$ cat src/cmd_buf_map.svh
`ifndef CMD_BUF_MAP_SVH
`define CMD_BUF_MAP_SVH

// bit n of a mask is input n of the [25:1] data bus
`define PAR_MASK_SINGLE 25'h1FFFFB6
`define PAR_MASK_DUAL_A 25'h0003FB6
`define PAR_MASK_DUAL_B 25'h0001BBF

// edges the error line stays low once it has fallen
`define ERR_HOLD_CYCLES 2'h2

`define DATA_RESET 25'h0000000
`define BIT_RESET 1'h0
`define ERR_N_RESET 1'h1
`define HOLD_RESET 2'h0

`endif

$ cat src/cmd_buf_pkg.sv
package cmd_buf_pkg;
`include "cmd_buf_map.svh"

   typedef enum logic [1:0] {MODE_SINGLE, MODE_DUAL_A, MODE_DUAL_B} fanout_mode_t;

   typedef logic [25:1] cmd_word_t;

   function automatic fanout_mode_t mode_of(input logic fanout_sel, input logic pair_sel);
      fanout_mode_t m;
      m = MODE_SINGLE;
      if (fanout_sel)
      begin
         m = pair_sel ? MODE_DUAL_B : MODE_DUAL_A;
      end
      return m;
   endfunction

   function automatic cmd_word_t parity_mask(input fanout_mode_t m);
      cmd_word_t k;
      k = `PAR_MASK_SINGLE;
      unique case (m)
         MODE_SINGLE: k = `PAR_MASK_SINGLE;
         MODE_DUAL_A: k = `PAR_MASK_DUAL_A;
         MODE_DUAL_B: k = `PAR_MASK_DUAL_B;
      endcase
      return k;
   endfunction

endpackage

$ cat src/parity_if.sv
`timescale 1ns/100ps
interface parity_if;
   logic data_parity;
   logic data_valid;

   modport source (output data_parity, output data_valid);
   modport checker_end (input data_parity, input data_valid);
endinterface

$ cat src/late_parity_checker.sv
`timescale 1ns/100ps
module late_parity_checker
   import cmd_buf_pkg::*;
(
   input wire logic i_mclk,
   input wire logic i_rst_b,
   input wire logic i_pair_select,
   input wire logic i_late_parity_in,
   parity_if.checker_end pif,
   output logic o_partial_parity_out,
   output logic o_parity_error_n,
   output logic o_parity_error_oe
);
   import cmd_buf_pkg::*;

   logic s1_par_q, s1_par_d, s1_val_q, s1_val_d;
   logic s2_par_q, s2_par_d, s2_val_q, s2_val_d;
   logic ppo_q, ppo_d, err_n_q, err_n_d, oe_q, oe_d;
   logic [1:0] hold_q, hold_d;
   logic sel_par, sel_val, odd;

   ////////////////////////////////////////////////////////////////////////////
   always_comb
   begin
      s1_par_d = pif.data_parity;
      s1_val_d = pif.data_valid;
      s2_par_d = s1_par_q;
      s2_val_d = s1_val_q;
      // late parity lands one edge after its data, or two in the b layout
      sel_par = i_pair_select ? s2_par_q : s1_par_q;
      sel_val = i_pair_select ? s2_val_q : s1_val_q;
      odd = sel_par ^ i_late_parity_in;
      ppo_d = ppo_q;
      err_n_d = err_n_q;
      hold_d = hold_q;
      if (hold_q != `HOLD_RESET)
      begin
         hold_d = hold_q - 2'h1;
      end
      if (sel_val)
      begin
         ppo_d = odd;
         if (hold_q == `HOLD_RESET)
         begin
            err_n_d = !odd;
            if (odd)
            begin
               hold_d = `ERR_HOLD_CYCLES - 2'h1;
            end
         end
      end
      oe_d = !err_n_d;
   end

   always_ff @(posedge i_mclk or negedge i_rst_b)
   begin
      if (!i_rst_b)
      begin
         s1_par_q <= `BIT_RESET;
         s1_val_q <= `BIT_RESET;
         s2_par_q <= `BIT_RESET;
         s2_val_q <= `BIT_RESET;
         ppo_q <= `BIT_RESET;
         err_n_q <= `ERR_N_RESET;
         oe_q <= `BIT_RESET;
         hold_q <= `HOLD_RESET;
      end
      else
      begin
         s1_par_q <= s1_par_d;
         s1_val_q <= s1_val_d;
         s2_par_q <= s2_par_d;
         s2_val_q <= s2_val_d;
         ppo_q <= ppo_d;
         err_n_q <= err_n_d;
         oe_q <= oe_d;
         hold_q <= hold_d;
      end
   end

   assign o_partial_parity_out = ppo_q;
   assign o_parity_error_n = err_n_q;
   assign o_parity_error_oe = oe_q;

   ////////////////////////////////////////////////////////////////////////////
   a_ppo_one_late: assert property (@(posedge i_mclk) disable iff (!i_rst_b)
      (!i_pair_select && pif.data_valid) ##1 !i_pair_select
      |=> o_partial_parity_out == ($past(pif.data_parity, 2) ^ $past(i_late_parity_in)))
      else $error("parity output wrong at one edge latency");

   a_ppo_two_late: assert property (@(posedge i_mclk) disable iff (!i_rst_b)
      (i_pair_select && pif.data_valid) ##1 i_pair_select ##1 i_pair_select
      |=> o_partial_parity_out == ($past(pif.data_parity, 3) ^ $past(i_late_parity_in)))
      else $error("parity output wrong at two edge latency");

   a_ppo_gated_hold: assert property (@(posedge i_mclk) disable iff (!i_rst_b)
      !sel_val |=> $stable(o_partial_parity_out))
      else $error("parity output moved without a selected crossing");

   a_error_on_odd: assert property (@(posedge i_mclk) disable iff (!i_rst_b)
      (sel_val && odd) |=> !o_parity_error_n)
      else $error("error line not low after odd parity");

   a_error_held_two: assert property (@(posedge i_mclk) disable iff (!i_rst_b)
      $fell(o_parity_error_n) |=> !o_parity_error_n)
      else $error("error line released before two cycles");

   a_error_release: assert property (@(posedge i_mclk) disable iff (!i_rst_b)
      (sel_val && !odd && hold_q == `HOLD_RESET) |=> o_parity_error_n)
      else $error("error line not released on even parity");

   a_drive_enable: assert property (@(posedge i_mclk) disable iff (!i_rst_b)
      o_parity_error_oe == !o_parity_error_n)
      else $error("open drain enable disagrees with error level");

endmodule // late_parity_checker

$ cat src/registered_cmd_buffer.sv
`timescale 1ns/100ps
// What this block does
// - inputs are sampled only at the rising crossing of the clock
// - reset low clears everything: outputs low, parity low, error released high
// - both chip selects high freeze data outputs; otherwise they load sampled data
// - select output loads the primary chip select every crossing
// - termination and clock enable outputs load every crossing, never gated
// - with reset high and no crossing every output keeps its level
// - partial parity is masked data xor late parity; held when both selects high
// - parity covers a different input set in each of the three layouts
// - late parity comes one edge after data, two in the b layout
// - open-drain error goes low one cycle after data on odd parity, two cycles in the b layout
// - a low error stays low for two cycles unless reset
// - fanout select picks single or dual copies; pair select picks a or b
// - the parity and error outputs of this device carry the checked result
module registered_cmd_buffer
   import cmd_buf_pkg::*;
#(
   parameter int DATA_W = 25
)
(
   input wire logic i_mclk,
   input wire logic i_rst_b,
   input wire logic i_fanout_select,
   input wire logic i_pair_select,
   input wire logic [DATA_W:1] i_cmd_addr_in,
   input wire logic i_primary_select_n,
   input wire logic i_secondary_select_n,
   input wire logic i_termination_ctrl_in,
   input wire logic i_clock_enable_in,
   input wire logic i_late_parity_in,
   output logic [DATA_W:1] o_cmd_addr_out_a,
   output logic [DATA_W:1] o_cmd_addr_out_b,
   output logic o_select_out_a,
   output logic o_select_out_b,
   output logic o_termination_ctrl_out_a,
   output logic o_termination_ctrl_out_b,
   output logic o_clock_enable_out_a,
   output logic o_clock_enable_out_b,
   output logic o_partial_parity_out,
   output logic o_parity_error_n,
   output logic o_parity_error_oe
);
   import cmd_buf_pkg::*;

   fanout_mode_t mode;
   logic dual, cs_any;
   logic [DATA_W:1] qa_q, qa_d, qb_q, qb_d;
   logic csa_q, csa_d, csb_q, csb_d;
   logic odta_q, odta_d, odtb_q, odtb_d;
   logic ckea_q, ckea_d, ckeb_q, ckeb_d;

   parity_if pif ();

   ////////////////////////////////////////////////////////////////////////////
   // configuration pins are expected static; they are decoded every cycle anyway
   always_comb
   begin
      mode = mode_of(i_fanout_select, i_pair_select);
      dual = (mode != MODE_SINGLE);
      cs_any = !i_primary_select_n || !i_secondary_select_n;
      qa_d = cs_any ? i_cmd_addr_in : qa_q;
      // b copies are dark in single mode, mirrors of a in dual mode
      qb_d = dual ? qa_d : `DATA_RESET;
      csa_d = i_primary_select_n;
      csb_d = dual ? csa_d : `BIT_RESET;
      odta_d = i_termination_ctrl_in;
      odtb_d = dual ? odta_d : `BIT_RESET;
      ckea_d = i_clock_enable_in;
      ckeb_d = dual ? ckea_d : `BIT_RESET;
   end

   // one edge stands for the crossing; only reset low moves anything without it
   always_ff @(posedge i_mclk or negedge i_rst_b)
   begin
      if (!i_rst_b)
      begin
         qa_q <= `DATA_RESET;
         qb_q <= `DATA_RESET;
         csa_q <= `BIT_RESET;
         csb_q <= `BIT_RESET;
         odta_q <= `BIT_RESET;
         odtb_q <= `BIT_RESET;
         ckea_q <= `BIT_RESET;
         ckeb_q <= `BIT_RESET;
      end
      else
      begin
         qa_q <= qa_d;
         qb_q <= qb_d;
         csa_q <= csa_d;
         csb_q <= csb_d;
         odta_q <= odta_d;
         odtb_q <= odtb_d;
         ckea_q <= ckea_d;
         ckeb_q <= ckeb_d;
      end
   end

   assign o_cmd_addr_out_a = qa_q;
   assign o_cmd_addr_out_b = qb_q;
   assign o_select_out_a = csa_q;
   assign o_select_out_b = csb_q;
   assign o_termination_ctrl_out_a = odta_q;
   assign o_termination_ctrl_out_b = odtb_q;
   assign o_clock_enable_out_a = ckea_q;
   assign o_clock_enable_out_b = ckeb_q;

   ////////////////////////////////////////////////////////////////////////////
   // parity of the sampled word is taken from the raw inputs so it lines up
   // with the data edge, not with the held output word
   assign pif.data_parity = ^(i_cmd_addr_in & parity_mask(mode));
   assign pif.data_valid = cs_any;

   late_parity_checker u_checker (
      .i_mclk(i_mclk),
      .i_rst_b(i_rst_b),
      .i_pair_select(i_pair_select),
      .i_late_parity_in(i_late_parity_in),
      .pif(pif),
      .o_partial_parity_out(o_partial_parity_out),
      .o_parity_error_n(o_parity_error_n),
      .o_parity_error_oe(o_parity_error_oe)
   );

   ////////////////////////////////////////////////////////////////////////////
   a_reset_forces_low: assert property (@(posedge i_mclk)
      !i_rst_b |-> (qa_q == `DATA_RESET && !csa_q && !odta_q && !ckea_q
                    && !o_partial_parity_out && o_parity_error_n))
      else $error("outputs not cleared under reset");

   a_gate_holds_data: assert property (@(posedge i_mclk) disable iff (!i_rst_b)
      (i_primary_select_n && i_secondary_select_n) |=> $stable(o_cmd_addr_out_a))
      else $error("data outputs moved with both selects high");

   a_data_follows: assert property (@(posedge i_mclk) disable iff (!i_rst_b)
      cs_any |=> o_cmd_addr_out_a == $past(i_cmd_addr_in))
      else $error("data outputs did not load sampled input");

   a_select_follows: assert property (@(posedge i_mclk) disable iff (!i_rst_b)
      1'b1 |=> o_select_out_a == $past(i_primary_select_n))
      else $error("select output not loaded from primary select");

   a_term_cke_ungated: assert property (@(posedge i_mclk) disable iff (!i_rst_b)
      (i_primary_select_n && i_secondary_select_n)
      |=> (o_termination_ctrl_out_a == $past(i_termination_ctrl_in)
           && o_clock_enable_out_a == $past(i_clock_enable_in)))
      else $error("termination or clock enable was gated");

   a_copies_match: assert property (@(posedge i_mclk) disable iff (!i_rst_b)
      dual |=> (o_cmd_addr_out_b == o_cmd_addr_out_a && o_select_out_b == o_select_out_a
                && o_clock_enable_out_b == o_clock_enable_out_a
                && o_termination_ctrl_out_b == o_termination_ctrl_out_a))
      else $error("dual copies differ");

   a_single_b_dark: assert property (@(posedge i_mclk) disable iff (!i_rst_b)
      !dual |=> (o_cmd_addr_out_b == `DATA_RESET && !o_select_out_b))
      else $error("b copies driven in single mode");

   a_exit_stays_low: assert property (@(posedge i_mclk)
      (!i_rst_b ##1 i_rst_b) |-> (o_cmd_addr_out_a == `DATA_RESET && !o_select_out_a))
      else $error("outputs not low at reset exit");

endmodule // registered_cmd_buffer

$ cat config.mk
export PLATFORM = sky130hd
export DESIGN_NAME = registered_cmd_buffer
export DESIGN_NICKNAME = d
export VERILOG_FILES = /design/src/cmd_buf_pkg.sv /design/src/parity_if.sv /design/src/late_parity_checker.sv /design/src/registered_cmd_buffer.sv
export VERILOG_INCLUDE_DIRS = /design/src
export SDC_FILE = /design/constraint.sdc
export NUM_CORES = 1
export LEC_CHECK = 0
export BUFFER_PORTS_ARGS = -buffer_cell sky130_fd_sc_hd__buf_2
export CORE_MARGIN = 3
export CORE_UTILIZATION = 44
export DETAILED_ROUTE_END_ITERATION = 7
export PLACE_DENSITY_LB_ADDON = 0.25
export SYNTH_ARGS = -nofsm -noshare
export SYNTH_HDL_FRONTEND = slang
export SYNTH_HIERARCHICAL = 1
export SYNTH_SLANG_ARGS = --single-unit
$ cat constraint.sdc
create_clock -name i_mclk -period 1.3 [get_ports i_mclk]
set_input_delay 0.065 -clock i_mclk [delete_from_list [all_inputs] [get_ports i_mclk]]
set_output_delay 0.065 -clock i_mclk [all_outputs]
set_load 0.005 [all_outputs]
* Yosys cells after proc, flatten, opt, wreduce, memory -nomap -nowiden
Cells that the tools add are included.
** Operators by class
- Eq/ne operators :: 2
- Mux-type cells :: 16
- Reduce and logical (&&, ||, !) cells :: 10
- Bitwise gates (word level) :: 2
- $add $sub $neg :: 1
** Operators by type and width (count)
- one-hot mux 25 bit (3 select lines) :: 1
- 2-to-1 mux 25 bit :: 2
- bitwise AND 25 bit :: 1
- XOR reduction 25 bit :: 1
- 2-to-1 mux 2 bit :: 6
- 2-to-1 mux 1 bit :: 7
- logical NOT 1 bit :: 4
- logical NOT 2 bit :: 2
- nonzero test 2 bit :: 2
- equality test 2 x 1 -> 1 bit, second input constant :: 1
- equality test 2 bit, second input constant :: 1
- subtractor 2 x 1 -> 2 bit, second input constant :: 1
- logical OR 1 bit :: 1
- bitwise XOR 1 bit :: 1
** Word-level totals
- Register bits :: 65
- Bits of input ports :: 34
- Output and inout port bits :: 59

* Longest topological paths before layout
- Depth after elaboration :: 6
- Mapped depth :: 7
- Depth with buffers taken out :: 7

* Cells and area by module
Netlist, hierarchy kept.
** By module, submodules not included
- registered_cmd_buffer :: seq. area each 1401.3 µm², instances 1, cells an instance 143, area an instance 2122.0 µm²
- late_parity_checker :: seq. area each 226.5 µm², instances 1, cells an instance 20, area an instance 320.3 µm²

* Worst setup path after synthesis
No wires, ideal clock.
- Path type :: input-to-reg
- Start point :: in i_pair_select
- End point :: reg u_checker.s1_par_q
- Slack :: -0.082 ns
- Arrival :: 1.259 ns
- Library setup time :: 0.123 ns
- Required time :: 1.177 ns
- Path buffers :: 0
- Stages :: 7
- Cells stage by stage :: nand2b_1 ha_1 nand2b_1 xnor2_1 xnor2_1 xnor3_1 xnor2_1
** On the way
- Word-level cells in the longest chain between the ends :: 6
** Ends and longest elaborated chain
- start, declared :: RTL line registered_cmd_buffer.sv:25 : input wire logic i_pair_select,
- 2-to-1 mux 2 bit (*) :: RTL line cmd_buf_pkg.sv:13 : m = pair_sel ? MODE_DUAL_B : MODE_DUAL_A;
- 2-to-1 mux 2 bit (*) :: RTL line cmd_buf_pkg.sv:11 : if (fanout_sel)
- equality test 2 bit, or another cell as far along :: RTL line cmd_buf_pkg.sv:21 : unique case (m)
- one-hot mux 25 bit (3 select lines) (*) :: RTL line cmd_buf_pkg.sv:21
- bitwise AND 25 bit (*) :: RTL line registered_cmd_buffer.sv:112 : assign pif.data_parity = ^(i_cmd_addr_in & parity_mask(mode));
- XOR reduction 25 bit (*) :: RTL line registered_cmd_buffer.sv:112
- via pif.data_parity :: RTL line parity_if.sv:3 : logic data_parity;
- end signal, assigned :: RTL line late_parity_checker.sv:59 : s1_par_q <= `BIT_RESET;
- end signal, assigned :: RTL line late_parity_checker.sv:70 : s1_par_q <= s1_par_d;
- end, declared :: RTL line late_parity_checker.sv:16 : logic s1_par_q, s1_par_d, s1_val_q, s1_val_d;
The timed path passes the listed nets; every way through them passes the cells marked *. The select of a mux whose other input is x is not followed.
A chain may end at the register's enable or synchronous reset.

* Final worst setup path
- Start point :: in i_cmd_addr_in[20] (netlist bit)
- End point :: reg u_checker.s1_par_q
** On the way
- Word-level cells in the longest chain between the ends :: 2
** Ends and longest elaborated chain
- start, declared :: RTL line registered_cmd_buffer.sv:26 : input wire logic [DATA_W:1] i_cmd_addr_in,
- bitwise AND 25 bit :: RTL line registered_cmd_buffer.sv:112
- XOR reduction 25 bit :: RTL line registered_cmd_buffer.sv:112
- via pif.data_parity :: RTL line parity_if.sv:3
The timed path passes the listed nets, and every way through them passes these cells.

==> out/qor.txt <==
Mux cell area share after synthesis - 13.4%
End of the critical path - u_checker/s1_par_q$_DFF_PN0_
Synth Register Bits - 65
Syn nets - 198
Crit end category - flop
Share of cells above drive strength 1 - 50.7%
Setup TNS - 0 ns
Cts bufs inserted - 9
Startpoint Class - primary input
GRT Util Overall - 16.6%
Kind of critical path - in2reg
Clk_skew - 0.00666 ns
Vias per cell - 4.47
Fill count - 436
Nets - 317
Post-synthesis compound-gate area fraction - 0.717%
Worst reg2reg path startpoint - u_checker/hold_q[1]$_DFF_PN0_
CTS clk-pin slew, worst paths - 0.06 ns
Place WS - -0.190 ns
WHS - 0.0196 ns
Ranking of synthesized cells by area - dfrtp_1, mux2_2, nor2b_1
XOR/XNOR share of the synthesized area - 8.45%
H-Tree Level Count - 3
Register area share after synthesis - 66.6%
Post-DRT Antenna Nets - 0
Initial DRT Pass Iterations - 3
Fin. max-slew vios - 0
Fraction of the mapped netlist area in adder cells - 0.512%
Static leakage - 1.69 nW
Yosys top cell by area - dfrtp_1
Pwr/cell area - 1380 nW/um^2
Worst Max-Slew Pin Slew - 0.349 ns
Worst Path Max Fanout - 2
CP top delay family - buffers and inverters
Period utilisation layout - 94.4%
Flop2flop setup slack - 0.13 ns
Placed cell areas - 3090 um^2
GP Congestion - 0.687
# rows - 26
Initial Util - 46.6%
ANT cells - 0
Die width - 80.5 um
Die height - 80.5 um
Yosys warns - 6
First-pass GRT wire length - 8000 um
Syn Area/Cell - 15.0 um^2
Post-DP HPWL - 3440 um
Hold_sp - i_cmd_addr_in[23]
Final wirelength - 5040 um
Unrepaired setup endpoints after global routing - no
Final hold violations - 0
Post-synth top area share - 65.6%
Slew HR - 76.7%
DR WL/cell - 14.2 um
Area delta synth->final - 39.6%
Initial antenna violation count - 0
Port buffer count - 92
Syn Std Cell Area - 2440 um^2
GRT overflow - 0
Worst Path Buf+Inv - 2
Crit path cell chain - dlygate4sd3_1 -> buf_2 -> xnor2_2 -> xnor2_2 -> xnor2_1 -> nor2_1 -> xnor2_1
Crit path from - i_cmd_addr_in[20]
Most frequent cells in the layout - buf_2, dfrtp_1, nor2b_1, mux2_2, dlygate4sd3_1
Worst path slowest cell - dlygate4sd3_1
Worst R2R Path Depth - 2
Setup ws final - 0.0730 ns
Slowest stage delay, CP - 0.53 ns
Most common cell after layout, fill and taps aside - buf_2
Post-route minimum period - 1.23 ns
CTS tree - yes
Number of global-route vias before repair - 1701
Main combinational cell family by area after synthesis - multiplexers
Hold Path Depth - 2
Die area - 6480 um^2
Post-route cell area - 3410 um^2
Drt drc - 0
CP Data Required Time - 1.51 ns
Maximum VDD drop - 0.000778 V
Core area - 5240 um^2
WP depth - 7
Final setup fails - 0
Max frequency - 815 MHz
Via count - 1591
Hold Path Class - in2reg
Gate Count Post-Synth - 163
Maxcap violations - 0
CTS sink count - 65
Unique masters post-synth - 20
# IOs - 93
Largest net degree at the start of global routing - 66
Post CTS Setup Buffer Count - 0
Iteration-0 DRC Markers - 57
Signal arrival time at the worst endpoint - 1.44 ns
Worst-skew pair later-pin latency - 0.33 ns
Simple-gate share of the synthesized area - 9.58%
Deepest clock path buffer count - 2
Clock Tree Root - clkbuf_8
Status - finished, final reports clean
[synthesized netlist by cell type]
cell type / count
dfrtp_1: 64
nor2b_1: 28
mux2_2: 25
xnor2_1: 16
xor2_1: 5
mux2i_1: 3
nand2_1: 3
nand2b_1: 3
nor2_1: 3
buf_2: 2
clkbuf_1: 2
a21oi_1: 1
and2_1: 1
dfstp_2: 1
ha_1: 1
mux2_4: 1
o21ai_0: 1
o31ai_1: 1
or3_4: 1
xnor3_1: 1
[what timing repair did]
action                                 in CTS  in global routing
endpoints found under the hold margin      82                  0
gates resized for setup                     0                  2
setup endpoints to repair                   0                  1
hold buffers                               16                  0
[area by class of cell]
class | instances | area [um^2] | share of cell area, %
flip-flops and latches | 65 | 1630 | 47.7
multi-input cells | 94 | 850 | 24.9
repair buffers | 112 | 683 | 20.0
clock buffers | 11 | 141 | 4.15
well taps | 70 | 87.6 | 2.57
clock inverters | 4 | 20.0 | 0.587
[metrics by stage]
stage / utilization (%) / power [W] / std cells
6_report: 65.1 / 0.00472 / 356
5_1_grt: 65.1 / 0.00500 / 356
2_1_floorplan: - / 0.00290 / 163
3_3_place_gp: 59.0 / 0.00328 / 328
3_5_place_dp: 59.0 / 0.00331 / 328
4_1_cts: 65.1 / 0.00478 / 359
[routing by layer]
| metal | global-route usage, % | wire [um] |
|---|---|---|
| met1 | 21.5 | 2190 |
| met5 | 0 | 0 |
| met4 | 7.60 | 77 |
| met3 | 4.60 | 352 |
| met2 | 26.1 | 2430 |
[flip-flops by register name, summed over array words and instances (netlist names), named ones only]
name / count
o_cmd_addr_out_b: 25
o_select_out_b: 1
u_checker/o_parity_error_oe: 1
o_termination_ctrl_out_b: 1
u_checker/s2_par_q: 1
u_checker/s1_par_q: 1
u_checker/o_partial_parity_out: 1
o_termination_ctrl_out_a: 1
o_clock_enable_out_b: 1
o_select_out_a: 1
u_checker/s1_val_q: 1
u_checker/hold_q: 2
o_cmd_addr_out_a: 25
o_clock_enable_out_a: 1
u_checker/s2_val_q: 1
[power by group]
group	internal [W]	leakage, nW	switching, W
Clock	0.000720	0.0887	0.000701
Combinational	0.000532	0.808	0.000398
Sequential	0.00227	0.796	0.0000971
[worst min path at each step]
| stage | endpoint |
|---|---|
| global placement | u_checker/o_parity_error_oe$_DFF_PN0_ |
| CTS | o_cmd_addr_out_a[21]$_DFF_PN0_ |
| finish | o_cmd_addr_out_a[23]$_DFF_PN0_ |
| global route | o_cmd_addr_out_a[23]$_DFF_PN0_ |
| detailed placement | u_checker/o_partial_parity_out$_DFFE_PN0P_ |
| floorplan | o_clock_enable_out_a$_DFF_PN0_ |
[kinds of logic (layout without fill, tap and decap cells)]
kind of cell	Yosys count	in the layout
buffers and inverters	4	127
XOR/XNOR	22	22
AO/OA/AOI/OAI	3	3
AND/OR/NAND/NOR	39	39
flip-flops	65	65
adder cells (fa/ha/maj)	1	1
multiplexers	29	29
(Power assumes the default switching activity.)
